## src/mrb_consts.vh

```
/*
 * Address map constants for the region decoder and bit-band remapper.
 * Assumes a 32-bit byte address and little-endian byte lanes.
 */
`ifndef MRB_CONSTS_VH
`define MRB_CONSTS_VH

`define MRB_CODE_BASE 32'h00000000
`define MRB_SRAM_BASE 32'h20000000
`define MRB_SRAM_TOP 32'h3fffffff
`define MRB_PERI_BASE 32'h40000000
`define MRB_XRAM_BASE 32'h60000000
`define MRB_XDEV_BASE 32'ha0000000
`define MRB_XDEV_TOP 32'hdfffffff
`define MRB_PPB_BASE 32'he0000000
`define MRB_PPB_TOP 32'he00fffff
`define MRB_SRAM_BB_BASE 32'h20000000
`define MRB_SRAM_BB_TOP 32'h200fffff
`define MRB_SRAM_AL_BASE 32'h22000000
`define MRB_SRAM_AL_TOP 32'h23ffffff
`define MRB_PERI_BB_BASE 32'h40000000
`define MRB_PERI_BB_TOP 32'h400fffff
`define MRB_PERI_AL_BASE 32'h42000000
`define MRB_PERI_AL_TOP 32'h43ffffff
`define MRB_BB_SPAN_BITS 20
`define MRB_AL_SPAN_BITS 25

`define MRB_TYPE_NORMAL 2'h0
`define MRB_TYPE_DEVICE 2'h1
`define MRB_TYPE_SORD 2'h2
`define MRB_TYPE_NONE 2'h3

`define MRB_SIZE_BYTE 2'h0
`define MRB_SIZE_HALF 2'h1
`define MRB_SIZE_WORD 2'h2

`define MRB_BAR_NONE 2'h0
`define MRB_BAR_DMB 2'h1
`define MRB_BAR_DSB 2'h2
`define MRB_BAR_ISB 2'h3

`endif

```

## src/mrb_region_decode.v

```verilog
/*
 * Combinational default address map: region type, no-execute and error class.
 * Assumes a protection unit override is applied by the caller.
 */
module mrb_region_decode (
  input wire [31:0] addr,
  output reg [1:0] mem_type,
  output reg no_execute_attribute,
  output reg unmapped
);
`include "mrb_consts.vh"

  always @* begin
    mem_type = `MRB_TYPE_NONE;
    no_execute_attribute = 1'b1;
    unmapped = 1'b0;
    if (addr < `MRB_SRAM_BASE) begin
      mem_type = `MRB_TYPE_NORMAL;
      no_execute_attribute = 1'b0;
    end else if (addr <= `MRB_SRAM_TOP) begin
      mem_type = `MRB_TYPE_NORMAL;
      no_execute_attribute = 1'b0;
    end else if (addr < `MRB_XRAM_BASE) begin
      mem_type = `MRB_TYPE_DEVICE;
    end else if (addr < `MRB_XDEV_BASE) begin
      mem_type = `MRB_TYPE_NORMAL;
      no_execute_attribute = 1'b0;
    end else if (addr <= `MRB_XDEV_TOP) begin
      mem_type = `MRB_TYPE_DEVICE;
    end else if (addr <= `MRB_PPB_TOP) begin
      mem_type = `MRB_TYPE_SORD;
    end else begin
      unmapped = 1'b1;
    end
  end
endmodule

```

## src/mrb_bitband_bridge.v

```verilog
/*
 * Bit-band bridge: classifies each processor access, remaps alias data accesses
 * to single-bit reads or read-modify-writes on the bit-band area, buffers one Device
 * write, and sequences the three barrier kinds.
 * Assumes one master request at a time held until acknowledged, and a slave
 * that answers each request with a one-cycle ack and optional error.
 */
`include "mrb_consts.vh"

module mrb_bitband_bridge (
  input wire clock,
  input wire reset,
  // Master side
  input wire m_req,
  input wire m_write,
  input wire m_fetch,
  input wire [1:0] m_size,
  input wire [31:0] m_addr,
  input wire [31:0] m_wdata,
  input wire [1:0] m_barrier,
  input wire prio_change,
  output reg m_ack,
  output reg m_err,
  output reg m_xn_fault,
  output reg [31:0] m_rdata,
  output reg [1:0] m_type,
  output reg m_xn,
  output reg prio_commit,
  output reg flush_fetch,
  // Protection unit override
  input wire pu_enable,
  input wire pu_hit,
  input wire [1:0] pu_type,
  input wire pu_xn,
  // Slave side
  output reg s_req,
  output reg s_write,
  output reg [1:0] s_size,
  output reg [31:0] s_addr,
  output reg [31:0] s_wdata,
  output reg s_lock,
  input wire s_ack,
  input wire s_err,
  input wire [31:0] s_rdata
);

  localparam [6:0] ST_IDLE = 7'h01;
  localparam [6:0] ST_ACC = 7'h02;
  localparam [6:0] ST_RMW_RD = 7'h04;
  localparam [6:0] ST_RMW_WR = 7'h08;
  localparam [6:0] ST_DRAIN = 7'h10;
  localparam [6:0] ST_DONE = 7'h20;
  localparam [6:0] ST_BUFWR = 7'h40;

  reg [6:0] state;
  reg [6:0] next_state;
  reg wbuf_full;
  reg wbuf_busy;
  reg [1:0] bar_kind;
  reg prio_pending;
  reg [2:0] alias_bit;
  reg [31:0] hold_wdata;
  reg hold_write;

  wire [1:0] map_type;
  wire map_xn;
  wire map_unmapped;

  mrb_region_decode u_dec (
    .addr(m_addr),
    .mem_type(map_type),
    .no_execute_attribute(map_xn),
    .unmapped(map_unmapped)
  );

  // Alias word to bit-band byte address: drop bit number and word lane
  function [31:0] alias_target;
    input [31:0] a;
    input [31:0] bb_base;
    begin
      alias_target = bb_base | {12'h000, a[24:5]};
    end
  endfunction

  function in_range;
    input [31:0] a;
    input [31:0] lo;
    input [31:0] hi;
    begin
      in_range = (a >= lo) && (a <= hi);
    end
  endfunction

  // Reserved holes inside the SRAM and peripheral regions are not decoded
  // here; the slave answers those with its own error.
  wire hit_sram_al = in_range(m_addr, `MRB_SRAM_AL_BASE, `MRB_SRAM_AL_TOP);
  wire hit_peri_al = in_range(m_addr, `MRB_PERI_AL_BASE, `MRB_PERI_AL_TOP);
  wire eff_override = pu_enable && pu_hit;
  wire [1:0] eff_type = eff_override ? pu_type : map_type;
  wire eff_xn = eff_override ? pu_xn : map_xn;
  wire do_alias = !m_fetch && (hit_sram_al || hit_peri_al);
  wire fetch_refused = m_fetch && (eff_xn || hit_peri_al);
  wire [31:0] alias_addr = hit_sram_al ? alias_target(m_addr, `MRB_SRAM_BB_BASE)
                                       : alias_target(m_addr, `MRB_PERI_BB_BASE);
  // Device writes other than alias writes are posted; Strongly Ordered and Normal go straight through
  wire can_post = m_write && !m_fetch && !do_alias && eff_type == `MRB_TYPE_DEVICE &&
                  !map_unmapped;
  // Hold off a new request in the cycle the posted write is acknowledged,
  // otherwise that ack is lost and the Device write goes out twice
  wire start = m_req && state == ST_IDLE && !m_ack && !(wbuf_busy && s_ack);

  always @* begin
    next_state = state;
    case (state)
      ST_IDLE: begin
        if (start) begin
          if (m_barrier != `MRB_BAR_NONE) begin
            next_state = wbuf_full ? ST_DRAIN : ST_DONE;
          end else if (map_unmapped || fetch_refused) begin
            next_state = ST_DONE;
          end else if (wbuf_full) begin
            next_state = ST_DRAIN;
          end else if (can_post) begin
            next_state = ST_BUFWR;
          end else if (do_alias) begin
            next_state = ST_RMW_RD;
          end else begin
            next_state = ST_ACC;
          end
        end
      end
      ST_ACC: if (s_ack) next_state = ST_DONE;
      ST_RMW_RD: begin
        if (s_ack) next_state = (hold_write && !s_err) ? ST_RMW_WR : ST_DONE;
      end
      ST_RMW_WR: if (s_ack) next_state = ST_DONE;
      ST_DRAIN: if (s_ack) next_state = ST_IDLE;
      ST_BUFWR: next_state = ST_IDLE;
      ST_DONE: next_state = ST_IDLE;
      default: next_state = ST_IDLE;
    endcase
  end

  always @(posedge clock or posedge reset) begin
    if (reset) begin
      state <= ST_IDLE;
      wbuf_full <= 1'b0;
      wbuf_busy <= 1'b0;
      bar_kind <= `MRB_BAR_NONE;
      prio_pending <= 1'b0;
      alias_bit <= 3'h0;
      hold_wdata <= 32'h00000000;
      hold_write <= 1'b0;
      m_ack <= 1'b0;
      m_err <= 1'b0;
      m_xn_fault <= 1'b0;
      m_rdata <= 32'h00000000;
      m_type <= `MRB_TYPE_NONE;
      m_xn <= 1'b1;
      prio_commit <= 1'b0;
      flush_fetch <= 1'b0;
      s_req <= 1'b0;
      s_write <= 1'b0;
      s_size <= `MRB_SIZE_WORD;
      s_addr <= 32'h00000000;
      s_wdata <= 32'h00000000;
      s_lock <= 1'b0;
    end else begin
      state <= next_state;
      m_ack <= 1'b0;
      prio_commit <= 1'b0;
      flush_fetch <= 1'b0;
      if (prio_change) begin
        prio_pending <= 1'b1;
      end
      case (state)
        ST_IDLE: begin
          if (start) begin
            m_err <= 1'b0;
            m_xn_fault <= 1'b0;
            m_rdata <= 32'h00000000;
            m_type <= eff_type;
            m_xn <= eff_xn;
            bar_kind <= m_barrier;
            alias_bit <= m_addr[4:2];
            hold_wdata <= m_wdata;
            hold_write <= m_write;
            if (m_barrier != `MRB_BAR_NONE) begin
              if (wbuf_full) begin
                s_req <= 1'b1;
              end
            end else if (map_unmapped || fetch_refused) begin
              m_err <= 1'b1;
              // The fault is only a flag; the core raises it if it executes
              m_xn_fault <= fetch_refused;
            end else if (wbuf_full) begin
              s_req <= 1'b1;
            end else if (can_post) begin
              wbuf_full <= 1'b1;
              s_write <= 1'b1;
              s_size <= m_size;
              s_addr <= m_addr;
              s_wdata <= m_wdata;
            end else if (do_alias) begin
              s_req <= 1'b1;
              s_lock <= 1'b1;
              s_write <= 1'b0;
              s_size <= `MRB_SIZE_BYTE;
              s_addr <= alias_addr;
            end else begin
              s_req <= 1'b1;
              s_write <= m_write;
              s_size <= m_size;
              s_addr <= m_addr;
              s_wdata <= m_wdata;
            end
          end else if (wbuf_full && !wbuf_busy) begin
            // Idle bus: let the posted write go out on its own
            s_req <= 1'b1;
            wbuf_busy <= 1'b1;
          end else if (wbuf_busy && s_ack) begin
            s_req <= 1'b0;
            wbuf_busy <= 1'b0;
            wbuf_full <= 1'b0;
          end
        end
        ST_ACC: begin
          if (s_ack) begin
            s_req <= 1'b0;
            m_err <= s_err;
            m_rdata <= s_rdata;
          end
        end
        ST_RMW_RD: begin
          if (s_ack) begin
            if (hold_write && !s_err) begin
              s_write <= 1'b1;
              // Modify the byte from its own lane so neighbouring bits survive
              s_wdata <= {4{(s_rdata[{s_addr[1:0], 3'h0} +: 8] & ~(8'h01 << alias_bit)) |
                            ({7'h00, hold_wdata[0]} << alias_bit)}};
            end else begin
              s_req <= 1'b0;
              s_lock <= 1'b0;
              m_err <= s_err;
              m_rdata <= {31'h00000000, s_rdata[{s_addr[1:0], alias_bit}]};
            end
          end
        end
        ST_RMW_WR: begin
          if (s_ack) begin
            s_req <= 1'b0;
            s_lock <= 1'b0;
            s_write <= 1'b0;
            m_err <= s_err;
          end
        end
        ST_DRAIN: begin
          if (s_ack) begin
            s_req <= 1'b0;
            s_write <= 1'b0;
            wbuf_full <= 1'b0;
            wbuf_busy <= 1'b0;
          end
        end
        ST_BUFWR: m_ack <= 1'b1;
        ST_DONE: begin
          m_ack <= 1'b1;
          if (bar_kind == `MRB_BAR_DSB && (prio_pending || prio_change)) begin
            prio_commit <= 1'b1;
            prio_pending <= 1'b0;
          end
          if (bar_kind == `MRB_BAR_ISB) begin
            flush_fetch <= 1'b1;
          end
        end
        default: s_req <= 1'b0;
      endcase
    end
  end
endmodule

```

## config.mk

```make
export PLATFORM = sky130hd
export DESIGN_NAME = mrb_bitband_bridge
export DESIGN_NICKNAME = d
export VERILOG_FILES = /design/src/mrb_region_decode.v /design/src/mrb_bitband_bridge.v
export VERILOG_INCLUDE_DIRS = /design/src
export SDC_FILE = /design/constraint.sdc
export NUM_CORES = 1
export LEC_CHECK = 0
export BUFFER_PORTS_ARGS = -buffer_cell sky130_fd_sc_hd__buf_4
export CELL_PAD_IN_SITES_DETAIL_PLACEMENT = 0
export CELL_PAD_IN_SITES_GLOBAL_PLACEMENT = 1
export CORE_MARGIN = 4
export CORE_UTILIZATION = 30
export CTS_CLUSTER_SIZE = 25
export DETAILED_ROUTE_END_ITERATION = 10
export GPL_ROUTABILITY_DRIVEN = 1
export PLACE_DENSITY = 0.75
export SLEW_MARGIN = 20
export SYNTH_ARGS = -nofsm -noshare
export SYNTH_HDL_FRONTEND = slang
export SYNTH_SLANG_ARGS = --single-unit
```

## constraint.sdc

```tcl
create_clock -name clock -period 4.05 [get_ports clock]
set_input_delay 0.2025 -clock clock [delete_from_list [all_inputs] [get_ports clock]]
set_output_delay 0.2025 -clock clock [all_outputs]
set_load 0.02 [all_outputs]
```

**Yosys cells after proc, flatten, opt, wreduce, memory -nomap -nowiden**

Index checks and enable logic that the tools add are counted.

- Bits in registers: 126
- Input bits: 113
- Output and inout bits: 109
- Word-level logic and storage cells: 233

- $lt $le $gt $ge: 11
- Equal/unequal tests: 36
- Shift-type cells: 3
- Mux-type cells: 105
- Bitwise operators: 7
- Reduce and logical (&&, ||, !) cells: 49

Operators with widths:

| cell | number |
|---|---|
| $mux W32 | 14 |
| $pmux W32 S3 | 1 |
| $le A32 B30 Y1 const B | 2 |
| $le A32 B32 Y1 const B | 2 |
| $pmux W32 S2 | 1 |
| $mux W1 | 61 |
| $mux W7 | 8 |
| $ge A32 B30 Y1 const B | 1 |
| $ge A32 B31 Y1 const B | 1 |
| $le A32 B31 Y1 const B | 1 |
| $lt A32 B30 Y1 const B | 1 |
| $lt A32 B31 Y1 const B | 1 |
| $lt A32 B32 Y1 const B | 1 |
| $shiftx A32 B6 Y8 | 1 |
| $mux W31 | 1 |
| $pmux W7 S4 | 1 |
| $ne A2 B2 Y1 const B | 13 |
| $reduce_and A8 Y1 | 3 |
| $logic_and A1 B1 Y1 | 16 |
| $mux W2 | 8 |
| $reduce_and A5 Y1 | 3 |
| $mux W6 | 2 |
| $ne A3 B3 Y1 const B | 4 |
| $reduce_bool A3 Y1 | 4 |
| 36 further kinds | 60 |

**Depth between registers and ports, before layout**

Gate-level depths: netlist of the first run.

- Depth in word-level cells: 17
- Gate-level depth with buffers: 9
- Gate-level depth less buffers: 6

**Modules after synthesis**

A second synthesis of the first run with hierarchy kept.

- Cell total of the unflattened synthesis: 709
- Area, all modules: 6,482.5 µm²

By module, submodules not included:

| module | times used | cells an instance | area an instance (µm²) | seq. area each (µm²) |
|---|---|---|---|---|
| mrb_bitband_bridge | 1 | 702 | 6,426.2 | 3,159.3 |
| mrb_region_decode | 1 | 7 | 56.3 | 0.0 |

**Least setup slack after synthesis of the first run**

OpenSTA, ideal clock, no wires.

- Path type: flip-flop to flip-flop
- Start: reg m_ack
- End: reg s_wdata[23]
- Library setup time: 122 ps
- Arrival: 1,897 ps
- Data required time: 3,928 ps
- Slack: 2,031 ps
- Stages on the path, launching flop included: 9
- Buffers on the path: 2
- Period minus slack after synthesis: 2,019 ps
- Path through: dfrtp_1 -> nand2b_1 -> nor3b_1 -> a21oi_1 -> o41a_1 -> buf_6 -> buf_6 -> nand2_1 -> o21ai_1

- Word-level cells in the longest chain between the ends: 5

Ends and longest elaborated chain:

| item | line | RTL |
|---|---|---|
| start: declaration | mrb_bitband_bridge.v:22 | `output reg m_ack,` |
| start signal: assignment | mrb_bitband_bridge.v:154 | `m_ack <= 1'b0;` |
| start signal: assignment | mrb_bitband_bridge.v:170 | `m_ack <= 1'b0;` |
| start signal: assignment | mrb_bitband_bridge.v:265 | `ST_BUFWR: m_ack <= 1'b1;` |
| $logic_not A1 Y1 | mrb_bitband_bridge.v:110 | `wire start = m_req && state == ST_IDLE && !m_ack && !(wbuf_busy && s_ack);` |
| $logic_and A1 B1 Y1 (2 in a row) | mrb_bitband_bridge.v:110 |  |
| $ne A2 B2 Y1 (no source line) | - |  |
| $reduce_and A8 Y1 (no source line) | - |  |
| end signal: assignment | mrb_bitband_bridge.v:203 | `s_wdata <= m_wdata;` |
| end signal: assignment | mrb_bitband_bridge.v:215 | `s_wdata <= m_wdata;` |
| end signal: assignment | mrb_bitband_bridge.v:239 | `s_wdata <= {4{(s_rdata[{s_addr[1:0], 3'h0} +: 8] & ~(8'h01 << alias_bit)) \|` |
| end: declaration | mrb_bitband_bridge.v:40 | `output reg [31:0] s_wdata,` |

No other way between the ends.
A chain may end at the register's enable or synchronous reset.

**Worst setup path in the final report of the first run**

- Start: reg state[2]
- End: reg s_wdata[4]

- Word-level cells in the longest chain between the ends: 6
- Elaborated cells on any way between the ends: 15
- Classes of those cells: eq/ne (9); mux (1); reduce/logical (5)

Ends and longest elaborated chain:

| item | line | RTL |
|---|---|---|
| start: declaration | mrb_bitband_bridge.v:55 | `reg [6:0] state;` |
| start signal: assignment | mrb_bitband_bridge.v:169 | `state <= next_state;` |
| $eq A7 B1 Y1 | mrb_bitband_bridge.v:110, mrb_bitband_bridge.v:176 |  |
| $logic_and A1 B1 Y1 (3 in a row) | mrb_bitband_bridge.v:110 |  |
| $ne A2 B2 Y1 (no source line) | - |  |
| $reduce_and A8 Y1 (no source line) | - |  |

Several ways; a longest one is shown, not always the timed one.

==> impl_metrics.py, run 1 <==
metrics = {
    "place": {
        "dp_hpwl_um": 14950,
        "gpl.final_weighted_congestion": 0.8967,
        "port_buffers": 221,
        "placed_area_um2": 8219,
        "post-place-cells": 1080,
        "worst_slack_placed_ns": 1.266,
    },
    "drt": {
        "route.antenna.remaining_nets": 0,
        "drtIter0Drc": 259,
        "detail_route.drc_violations": 0,
        "routed_wirelength_um": 20320,
        "first_pass_iters": 5,
        "via_count": 5500,
        "routedWlPerCell_um": 18.27,
        "route.detailed.vias_per_inst": 4.946,
    },
    "sta": {
        "slew_headroom_pct": 42.81,
        "fmaxAchievable_mhz": 360.9,
        "setup_repair_after_global_routing_missed_its_margin": "no",
        "final_period_minus_worst_setup_slack_ns": 2.771,
        "worst_pin_slew_ns": 0.8578,
        "setup_clock_skew_after_layout_ns": 0.01389,
        "layout_worst_path_cycle_share_pct": 68.41,
        "setup-violations-final": 0,
        "slew_violations": 0,
        "hold_viol": 0,
        "postLayoutSetupSlackWorst_ns": 1.279,
        "tns_ns": 0,
        "worst_case_hold_slack_ns": 0.01643,
    },
    "synth": {
        "edff_count_synth": 0,
        "netlist-cell-type-count": 55,
        "yosysSeqAreaShare_pct": 49.43,
        "syn_area_per_cell_um2": 10.31,
        "ys_seq_elements": 126,
        "synth-warning-count": 0,
        "post_synth_instance_area_um2": 6391,
        "synth_async_sr_flop_share_pct": 100.0,
        "synth_ff_type": "sky130_fd_sc_hd__dfrtp_1",
        "postSynthCellCount": 620,
        "syn-num-nets": 733,
    },
    "cts": {
        "cts.repair.resized": 0,
        "clock_tree_from_tritoncts": "yes",
        "tritoncts.num_buffers": 17,
        "cts.sink_count": 126,
        "cts-hold-fix-buffers": 1,
        "ctsHtreeMaxLevel": 4,
        "cts.clk_slew.worst_paths_ns": 0.06,
        "clock_tree.buffer_depth": 2,
        "cts_root_buf": "sky130_fd_sc_hd__clkbuf_16",
        "clk-insertion-delay-late_ns": 0.42,
        "cts_setup_buffers": 0,
    },
    "floorplanning": {
        "core_area_um2": 21020,
        "fp-row-count": 53,
        "die_height_um": 154.0,
        "fp.dieArea_um2": 23700,
        "i_o_pin_count": 222,
        "initial_core_util_pct": 30.40,
        "chipWidth_um": 154.0,
    },
    "global_route": {
        "grt_pass1_wl_um": 32100,
        "grt_max_degree": 74,
        "number_of_antenna_violations_at_the_first_check_in_global_routing": 0,
        "gr-usage-all-layers_pct": 17.00,
        "globalRoute.totalOverflow": 0,
        "grt_pass1_vias": 5591,
    },
    "power_and_ir_drop": {
        "powerDensity_nw_per_um2": 723.1,
        "p_leak_nw": 4.147,
        "power.ir.vdd_worst_uv": 410.4,
        "fin_total_pwr_mw": 6.386,
    },
    "layout": {
        "antenna_cells_inserted": 0,
        "end_of_flow_core_utilization_pct": 42.02,
        "layout-area-overhead-vs-synth_pct": 38.19,
        "fin_cells": 1112,
        "mostFrequentLayoutCells": "229 x sky130_fd_sc_hd__buf_4, 121 x sky130_fd_sc_hd__dfrtp_1, 96 x sky130_fd_sc_hd__nand2_1",
        "mostFrequentLayoutCell": "sky130_fd_sc_hd__buf_4",
        "number_of_nets_at_the_end_of_the_flow": 938,
        "final_layout_size_suffix_gt1_share_pct": 41.46,
        "final_design_area_no_fill_um2": 8832,
    },
    "setup_path": {
        "required_ns": 4.34,
        "criticalPathCategory": "register to register",
        "endpoint_kind": "register",
        "path_max_fanout": 46,
        "timing.reg2reg.worst_path_depth": 7,
        "start_kind": "register",
        "crit-reg2reg-capture": "s_wdata[4]",
        "r2r_slack_ns": 1.28,
        "crit_arrival_ns": 3.06,
        "r2r-start": "state[2]",
    },
    "job": {
        "maximum_capacitance_violations": 0,
    },
    "min_path": {
        "min_delay_path_depth": 3,
        "worst_hold_path_type": "primary input to register",
        "min_to": "s_size[0]",
        "timing.hold.worst.start": "m_size[0]",
    },
    "outcome": {
        "outcome": "completed",
    },
}
==> sequential cells by signal (all words and copies together) (netlist names), 2 cells and up <==
| signal | cells |
|---|---|
| alias_bit | 3 |
| s_addr | 32 |
| s_wdata | 32 |
| s_size | 2 |
| m_type | 2 |
| state | 7 |
| bar_kind | 2 |
| m_rdata | 32 |
==> layout make-up <==
class,instances,area [um2]
Inverter,12,50.05
Multi-Input combinational cell,438,2947
Tap cell,275,344.1
Timing Repair Buffer,230,1729
Clock inverter,13,163.9
Sequential cell,126,3159
Clock buffer,18,439.2
Fill cell,2059,12190
==> logic make-up after synthesis <==
logic type,Yosys count,share of synthesized area [%]
AO/OA/AOI/OAI,174,18.89
XOR/XNOR,4,0.5483
flip-flops,126,49.43
buffers and inverters,56,4.796
multiplexers,42,9.867
AND/OR/NAND/NOR,218,16.46
==> power breakdown <==
part / leakage (nW) / internal (mW) / total [mW] / switching (mW)
registers: 1.59 / 1.71 / 2.12 / 0.403
logic: 2.27 / 1.22 / 2.68 / 1.46
clock network: 0.293 / 0.984 / 1.59 / 0.605
==> synthesized netlist by cell type, types with 15 or more instances <==
| library cell | instances | area share [%] |
|---|---|---|
| sky130_fd_sc_hd__nand3_1 | 21 | 1.6 |
| sky130_fd_sc_hd__a31oi_1 | 22 | 2.2 |
| sky130_fd_sc_hd__mux4_2 | 15 | 5.3 |
| sky130_fd_sc_hd__o21ai_2 | 28 | 3.8 |
| sky130_fd_sc_hd__mux2_2 | 18 | 3.2 |
| sky130_fd_sc_hd__clkbuf_1 | 15 | 0.88 |
| sky130_fd_sc_hd__dfrtp_1 | 121 | 47 |
| sky130_fd_sc_hd__o21ai_0 | 21 | 1.6 |
| sky130_fd_sc_hd__a22o_1 | 34 | 4.7 |
| sky130_fd_sc_hd__nor2_1 | 43 | 2.5 |
| sky130_fd_sc_hd__buf_2 | 17 | 1.3 |
| sky130_fd_sc_hd__nand2_1 | 96 | 5.6 |
| sky130_fd_sc_hd__a21oi_1 | 47 | 3.7 |
==> metal layers <==
layer / wire, um / global-route usage (%) / vias up
met5: 0 / 0 / -
li1: - / - / 2653
met4: 228 / 3.911 / 0
met1: 9190 / 23.23 / 2672
met2: 9829 / 27.12 / 159
met3: 1072 / 4.531 / 16
==> how the worst max path moves through the flow <==
| stage | from | to | depth (start not counted) |
|---|---|---|---|
| 3_3_place_gp | state[1] | s_wdata[4] | 7 |
| 6_report | state[2] | s_wdata[4] | 7 |
| 2_1_floorplan | reset | alias_bit[0] | 1 |
| 3_5_place_dp | state[1] | s_wdata[4] | 7 |
| 4_1_cts | state[2] | s_wdata[4] | 7 |
| 5_1_grt | state[1] | s_wdata[4] | 7 |
==> worst max-delay path, stage by stage, from the launching register on <==
cell and delay, ns:
sky130_fd_sc_hd__dfrtp_1 0.51, sky130_fd_sc_hd__nor2b_1 0.34, sky130_fd_sc_hd__nand3_4 0.45, sky130_fd_sc_hd__or3_1 0.53, sky130_fd_sc_hd__o41a_2 0.29, sky130_fd_sc_hd__buf_4 0.34, sky130_fd_sc_hd__nand2_1 0.13, sky130_fd_sc_hd__o21ai_2 0.05
(Power assumes the default switching activity.)
==> run 2, diff against run 1 <==
--- a/config.mk
+++ b/config.mk
@@ -6,6 +6,7 @@
 export SDC_FILE = /design/constraint.sdc
 export NUM_CORES = 1
 export LEC_CHECK = 0
+export ABC_AREA = 1
 export BUFFER_PORTS_ARGS = -buffer_cell sky130_fd_sc_hd__buf_4
 export CELL_PAD_IN_SITES_DETAIL_PLACEMENT = 0
 export CELL_PAD_IN_SITES_GLOBAL_PLACEMENT = 1
@@ -14,7 +15,7 @@
 export CTS_CLUSTER_SIZE = 25
 export DETAILED_ROUTE_END_ITERATION = 10
 export GPL_ROUTABILITY_DRIVEN = 1
-export PLACE_DENSITY = 0.75
+export PLACE_DENSITY = 0.81
 export SLEW_MARGIN = 20
 export SYNTH_ARGS = -nofsm -noshare
 export SYNTH_HDL_FRONTEND = slang
==> constraint.sdc (replaced) <==
create_clock -name clock -period 2.25 [get_ports clock]
set_input_delay 0.1125 -clock clock [delete_from_list [all_inputs] [get_ports clock]]
set_output_delay 0.1125 -clock clock [all_outputs]
set_load 0.02 [all_outputs]
==> impl_metrics.py, run 2 <==
metrics = {
    "outcome": {
        "outcome": "completed",
    },
    "drt": {
        "first_pass_iters": 5,
        "wl_met3_um": 1548,
        "highest_layer": "met4",
        "routedWlPerCell_um": 16.02,
        "dr_wl_met2_um": 11390,
        "detail_route.drc_violations": 0,
        "routed_wirelength_um": 23630,
        "drtIter0Drc": 447,
        "via_count": 7087,
        "route.layer.met1.wl_um": 10150,
        "route.detailed.vias_per_inst": 4.805,
        "route.antenna.remaining_nets": 0,
    },
    "floorplanning": {
        "initial_core_util_pct": 30.56,
        "core_area_um2": 21820,
        "die_height_um": 157.1,
        "chipWidth_um": 157.1,
        "i_o_pin_count": 222,
        "fp.dieArea_um2": 24680,
        "fp-row-count": 54,
    },
    "setup_path": {
        "path_depth": 10,
        "start_kind": "primary input",
        "critPathTopFamily": "buffers and inverters",
        "timing.reg2reg.worst_path_depth": 12,
        "crit_arrival_ns": 2.41,
        "criticalPathCategory": "primary input to register",
        "crit-reg2reg-capture": "s_wdata[30]",
        "required_ns": 2.60,
        "critPathCapture": "s_wdata[24]",
        "r2r_slack_ns": 0.19,
        "crit_buf_inv": 3,
        "crit_start": "m_addr[27]",
        "endpoint_kind": "register",
        "path_cells": "dlygate4sd3_1 -> buf_4 -> nor2_2 -> nand3_1 -> o21ai_1 -> nand2_2 -> a21oi_4 -> buf_6 -> nand4_1 -> nand2_1",
        "max_stage_delay_on_crit_path_ns": 0.54,
        "r2r-start": "state[0]",
        "path_max_fanout": 32,
        "critPathSlowestCell": "sky130_fd_sc_hd__dlygate4sd3_1",
    },
    "power_and_ir_drop": {
        "p_leak_nw": 5.264,
        "powerDensity_nw_per_um2": 1222,
        "power.ir.vdd_worst_uv": 492.7,
    },
    "cts": {
        "clock_tree.buffer_depth": 2,
        "cts_root_buf": "sky130_fd_sc_hd__clkbuf_16",
        "cts_setup_buffers": 0,
        "tritoncts.num_buffers": 17,
        "cts.clk_slew.worst_paths_ns": 0.06,
        "ctsHtreeMaxLevel": 4,
        "clock_tree_from_tritoncts": "yes",
        "cts.sink_count": 126,
        "clk-insertion-delay-late_ns": 0.42,
    },
    "layout": {
        "layout-area-overhead-vs-synth_pct": 48.98,
        "number_of_nets_at_the_end_of_the_flow": 1295,
        "final_layout_size_suffix_gt1_share_pct": 27.36,
        "multi_input_comb_area_um2": 3055,
        "layout.filler_cells": 2183,
        "largest_registers": "m_rdata (32), s_addr (32), s_wdata (32)",
        "mostFrequentLayoutCell": "sky130_fd_sc_hd__nand2_1",
        "antenna_cells_inserted": 0,
        "mostFrequentLayoutCells": "323 x sky130_fd_sc_hd__nand2_1, 240 x sky130_fd_sc_hd__buf_4, 121 x sky130_fd_sc_hd__dfrtp_1",
        "end_of_flow_core_utilization_pct": 45.53,
        "sequential_cell_area_um2": 3159,
    },
    "sta": {
        "setup_repair_after_global_routing_missed_its_margin": "yes",
        "worst_pin_slew_ns": 0.6532,
        "final_period_minus_worst_setup_slack_ns": 2.061,
        "tns_ns": 0,
        "slew_violations": 0,
        "hold_viol": 0,
        "setup-violations-final": 0,
        "fmaxAchievable_mhz": 485.2,
        "layout_worst_path_cycle_share_pct": 91.61,
        "setup_clock_skew_after_layout_ns": 0.01087,
        "slew_headroom_pct": 56.36,
    },
    "synth": {
        "edff_count_synth": 0,
        "synth_async_sr_flop_share_pct": 100.0,
        "syn_area_per_cell_um2": 7.428,
        "synth_top_area_share_pct": 45.39,
        "post_synth_instance_area_um2": 6670,
        "yosys.cell_count.top_type": "sky130_fd_sc_hd__nand2_1",
        "synth.largest_area_cell": "sky130_fd_sc_hd__dfrtp_1",
        "ys_seq_elements": 126,
        "syn-num-nets": 1011,
        "yosysSeqAreaShare_pct": 47.36,
        "synth_commonest_cells": "323 x sky130_fd_sc_hd__nand2_1, 121 x sky130_fd_sc_hd__dfrtp_1, 93 x sky130_fd_sc_hd__o21ai_0",
        "netlist-cell-type-count": 38,
        "synth_ff_type": "sky130_fd_sc_hd__dfrtp_1",
        "yosys-top-cells-area": "sky130_fd_sc_hd__dfrtp_1 45%, sky130_fd_sc_hd__nand2_1 18%, sky130_fd_sc_hd__o21ai_0 7.0%, sky130_fd_sc_hd__nand3_1 4.1%, sky130_fd_sc_hd__nand4_1 4.0%",
        "synth-warning-count": 0,
        "postSynthCellCount": 898,
    },
    "job": {
        "maximum_capacitance_violations": 0,
    },
    "global_route": {
        "grt_pass1_vias": 7005,
        "grt_pass1_wl_um": 36940,
        "number_of_antenna_violations_at_the_first_check_in_global_routing": 0,
        "grt_max_degree": 56,
        "globalRoute.totalOverflow": 0,
        "gr-usage-all-layers_pct": 18.83,
    },
    "place": {
        "port_buffers": 221,
        "gpl.final_weighted_congestion": 0.9093,
        "dp_hpwl_um": 17160,
    },
    "min_path": {
        "min_delay_path_depth": 3,
        "worst_hold_path_type": "primary input to register",
    },
}
run 2: changes by cell type after synthesis, moves of 33 or more:
cell,change
sky130_fd_sc_hd__a22o_1,-34
sky130_fd_sc_hd__nand2_1,+227
sky130_fd_sc_hd__inv_1,+48
sky130_fd_sc_hd__o21ai_0,+72
sky130_fd_sc_hd__nand4_1,+40
sky130_fd_sc_hd__nand3_1,+33
run 2: timing repair:
item,in CTS,in global routing
resized for setup,0,6
hold buffers,59,0
endpoints found under the hold margin,81,0
setup endpoints to repair,0,60
run 2: report_power, final:
group	internal [mW]	total, mW	switching [mW]
sequential	3.10	3.61	0.513
combinational	2.17	5.71	3.54
clock	1.67	2.82	1.15
total	6.95	12.1	5.20
run 2: per-stage QoR:
| stage | area (um2) | setup slack [ns] | instances | total power, mW | hold WS [ns] |
|---|---|---|---|---|---|
| 6_report | 9937 | 0.1889 | 1475 | 12.14 | 0.009530 |
| 5_1_grt | 9937 | -0.009838 | 1475 | 13.02 | 0.02262 |
| 4_1_cts | 9906 | 0.06296 | 1474 | 12.16 | 0.0006195 |
| 3_5_place_dp | 8715 | 0.06882 | 1383 | 9.198 | 0.2626 |
| 3_3_place_gp | 8715 | 0.1295 | 1383 | 9.141 | 0.2474 |
| 2_1_floorplan | 6674 | 0.4880 | 898 | 6.982 | 0.2202 |
run 2: kinds of logic after synthesis:
kind of cell / Yosys count / synth area share (%)
and+or+nand+nor: 509 / 33.20
DFF: 126 / 47.36
buffers and inverters: 111 / 7.091
AOI/OAI and AO/OA: 152 / 12.34
run 2: how the worst min path moves through the flow:
stage | startpoint | endpoint
6_report | m_addr[5] | s_addr[0]
3_3_place_gp | reset | s_addr[5]
2_1_floorplan | m_size[1] | s_size[1]
3_5_place_dp | reset | s_addr[5]
4_1_cts | m_addr[5] | s_addr[0]
5_1_grt | s_rdata[2] | m_rdata[2]
run 2: area by class of cell:
cell class	instances	share of cell area (%)
Multi-Input combinational cell	662	30.75
Timing Repair Buffer	306	25.22
Tap cell	280	3.526
Inverter	69	2.669
Clock inverter	15	1.763
Sequential cell	126	31.79
Clock buffer	17	4.281
run 2: metal layers:
| layer | vias up | global-route usage (%) |
|---|---|---|
| met5 | - | 0 |
| met3 | 33 | 3.959 |
| met1 | 3311 | 24.74 |
| met4 | 0 | 6.719 |
| met2 | 230 | 30.89 |
| li1 | 3513 | - |
run 2: worst reg2reg max path, delay by kind of cell, from the launching register on:
| kind | cells | cell delay (ns) |
|---|---|---|
| buffers and inverters | 4 | 0.64 |
| and+or+nand+nor | 7 | 0.75 |
| AOI/OAI and AO/OA | 1 | 0.08 |
| DFF | 1 | 0.54 |
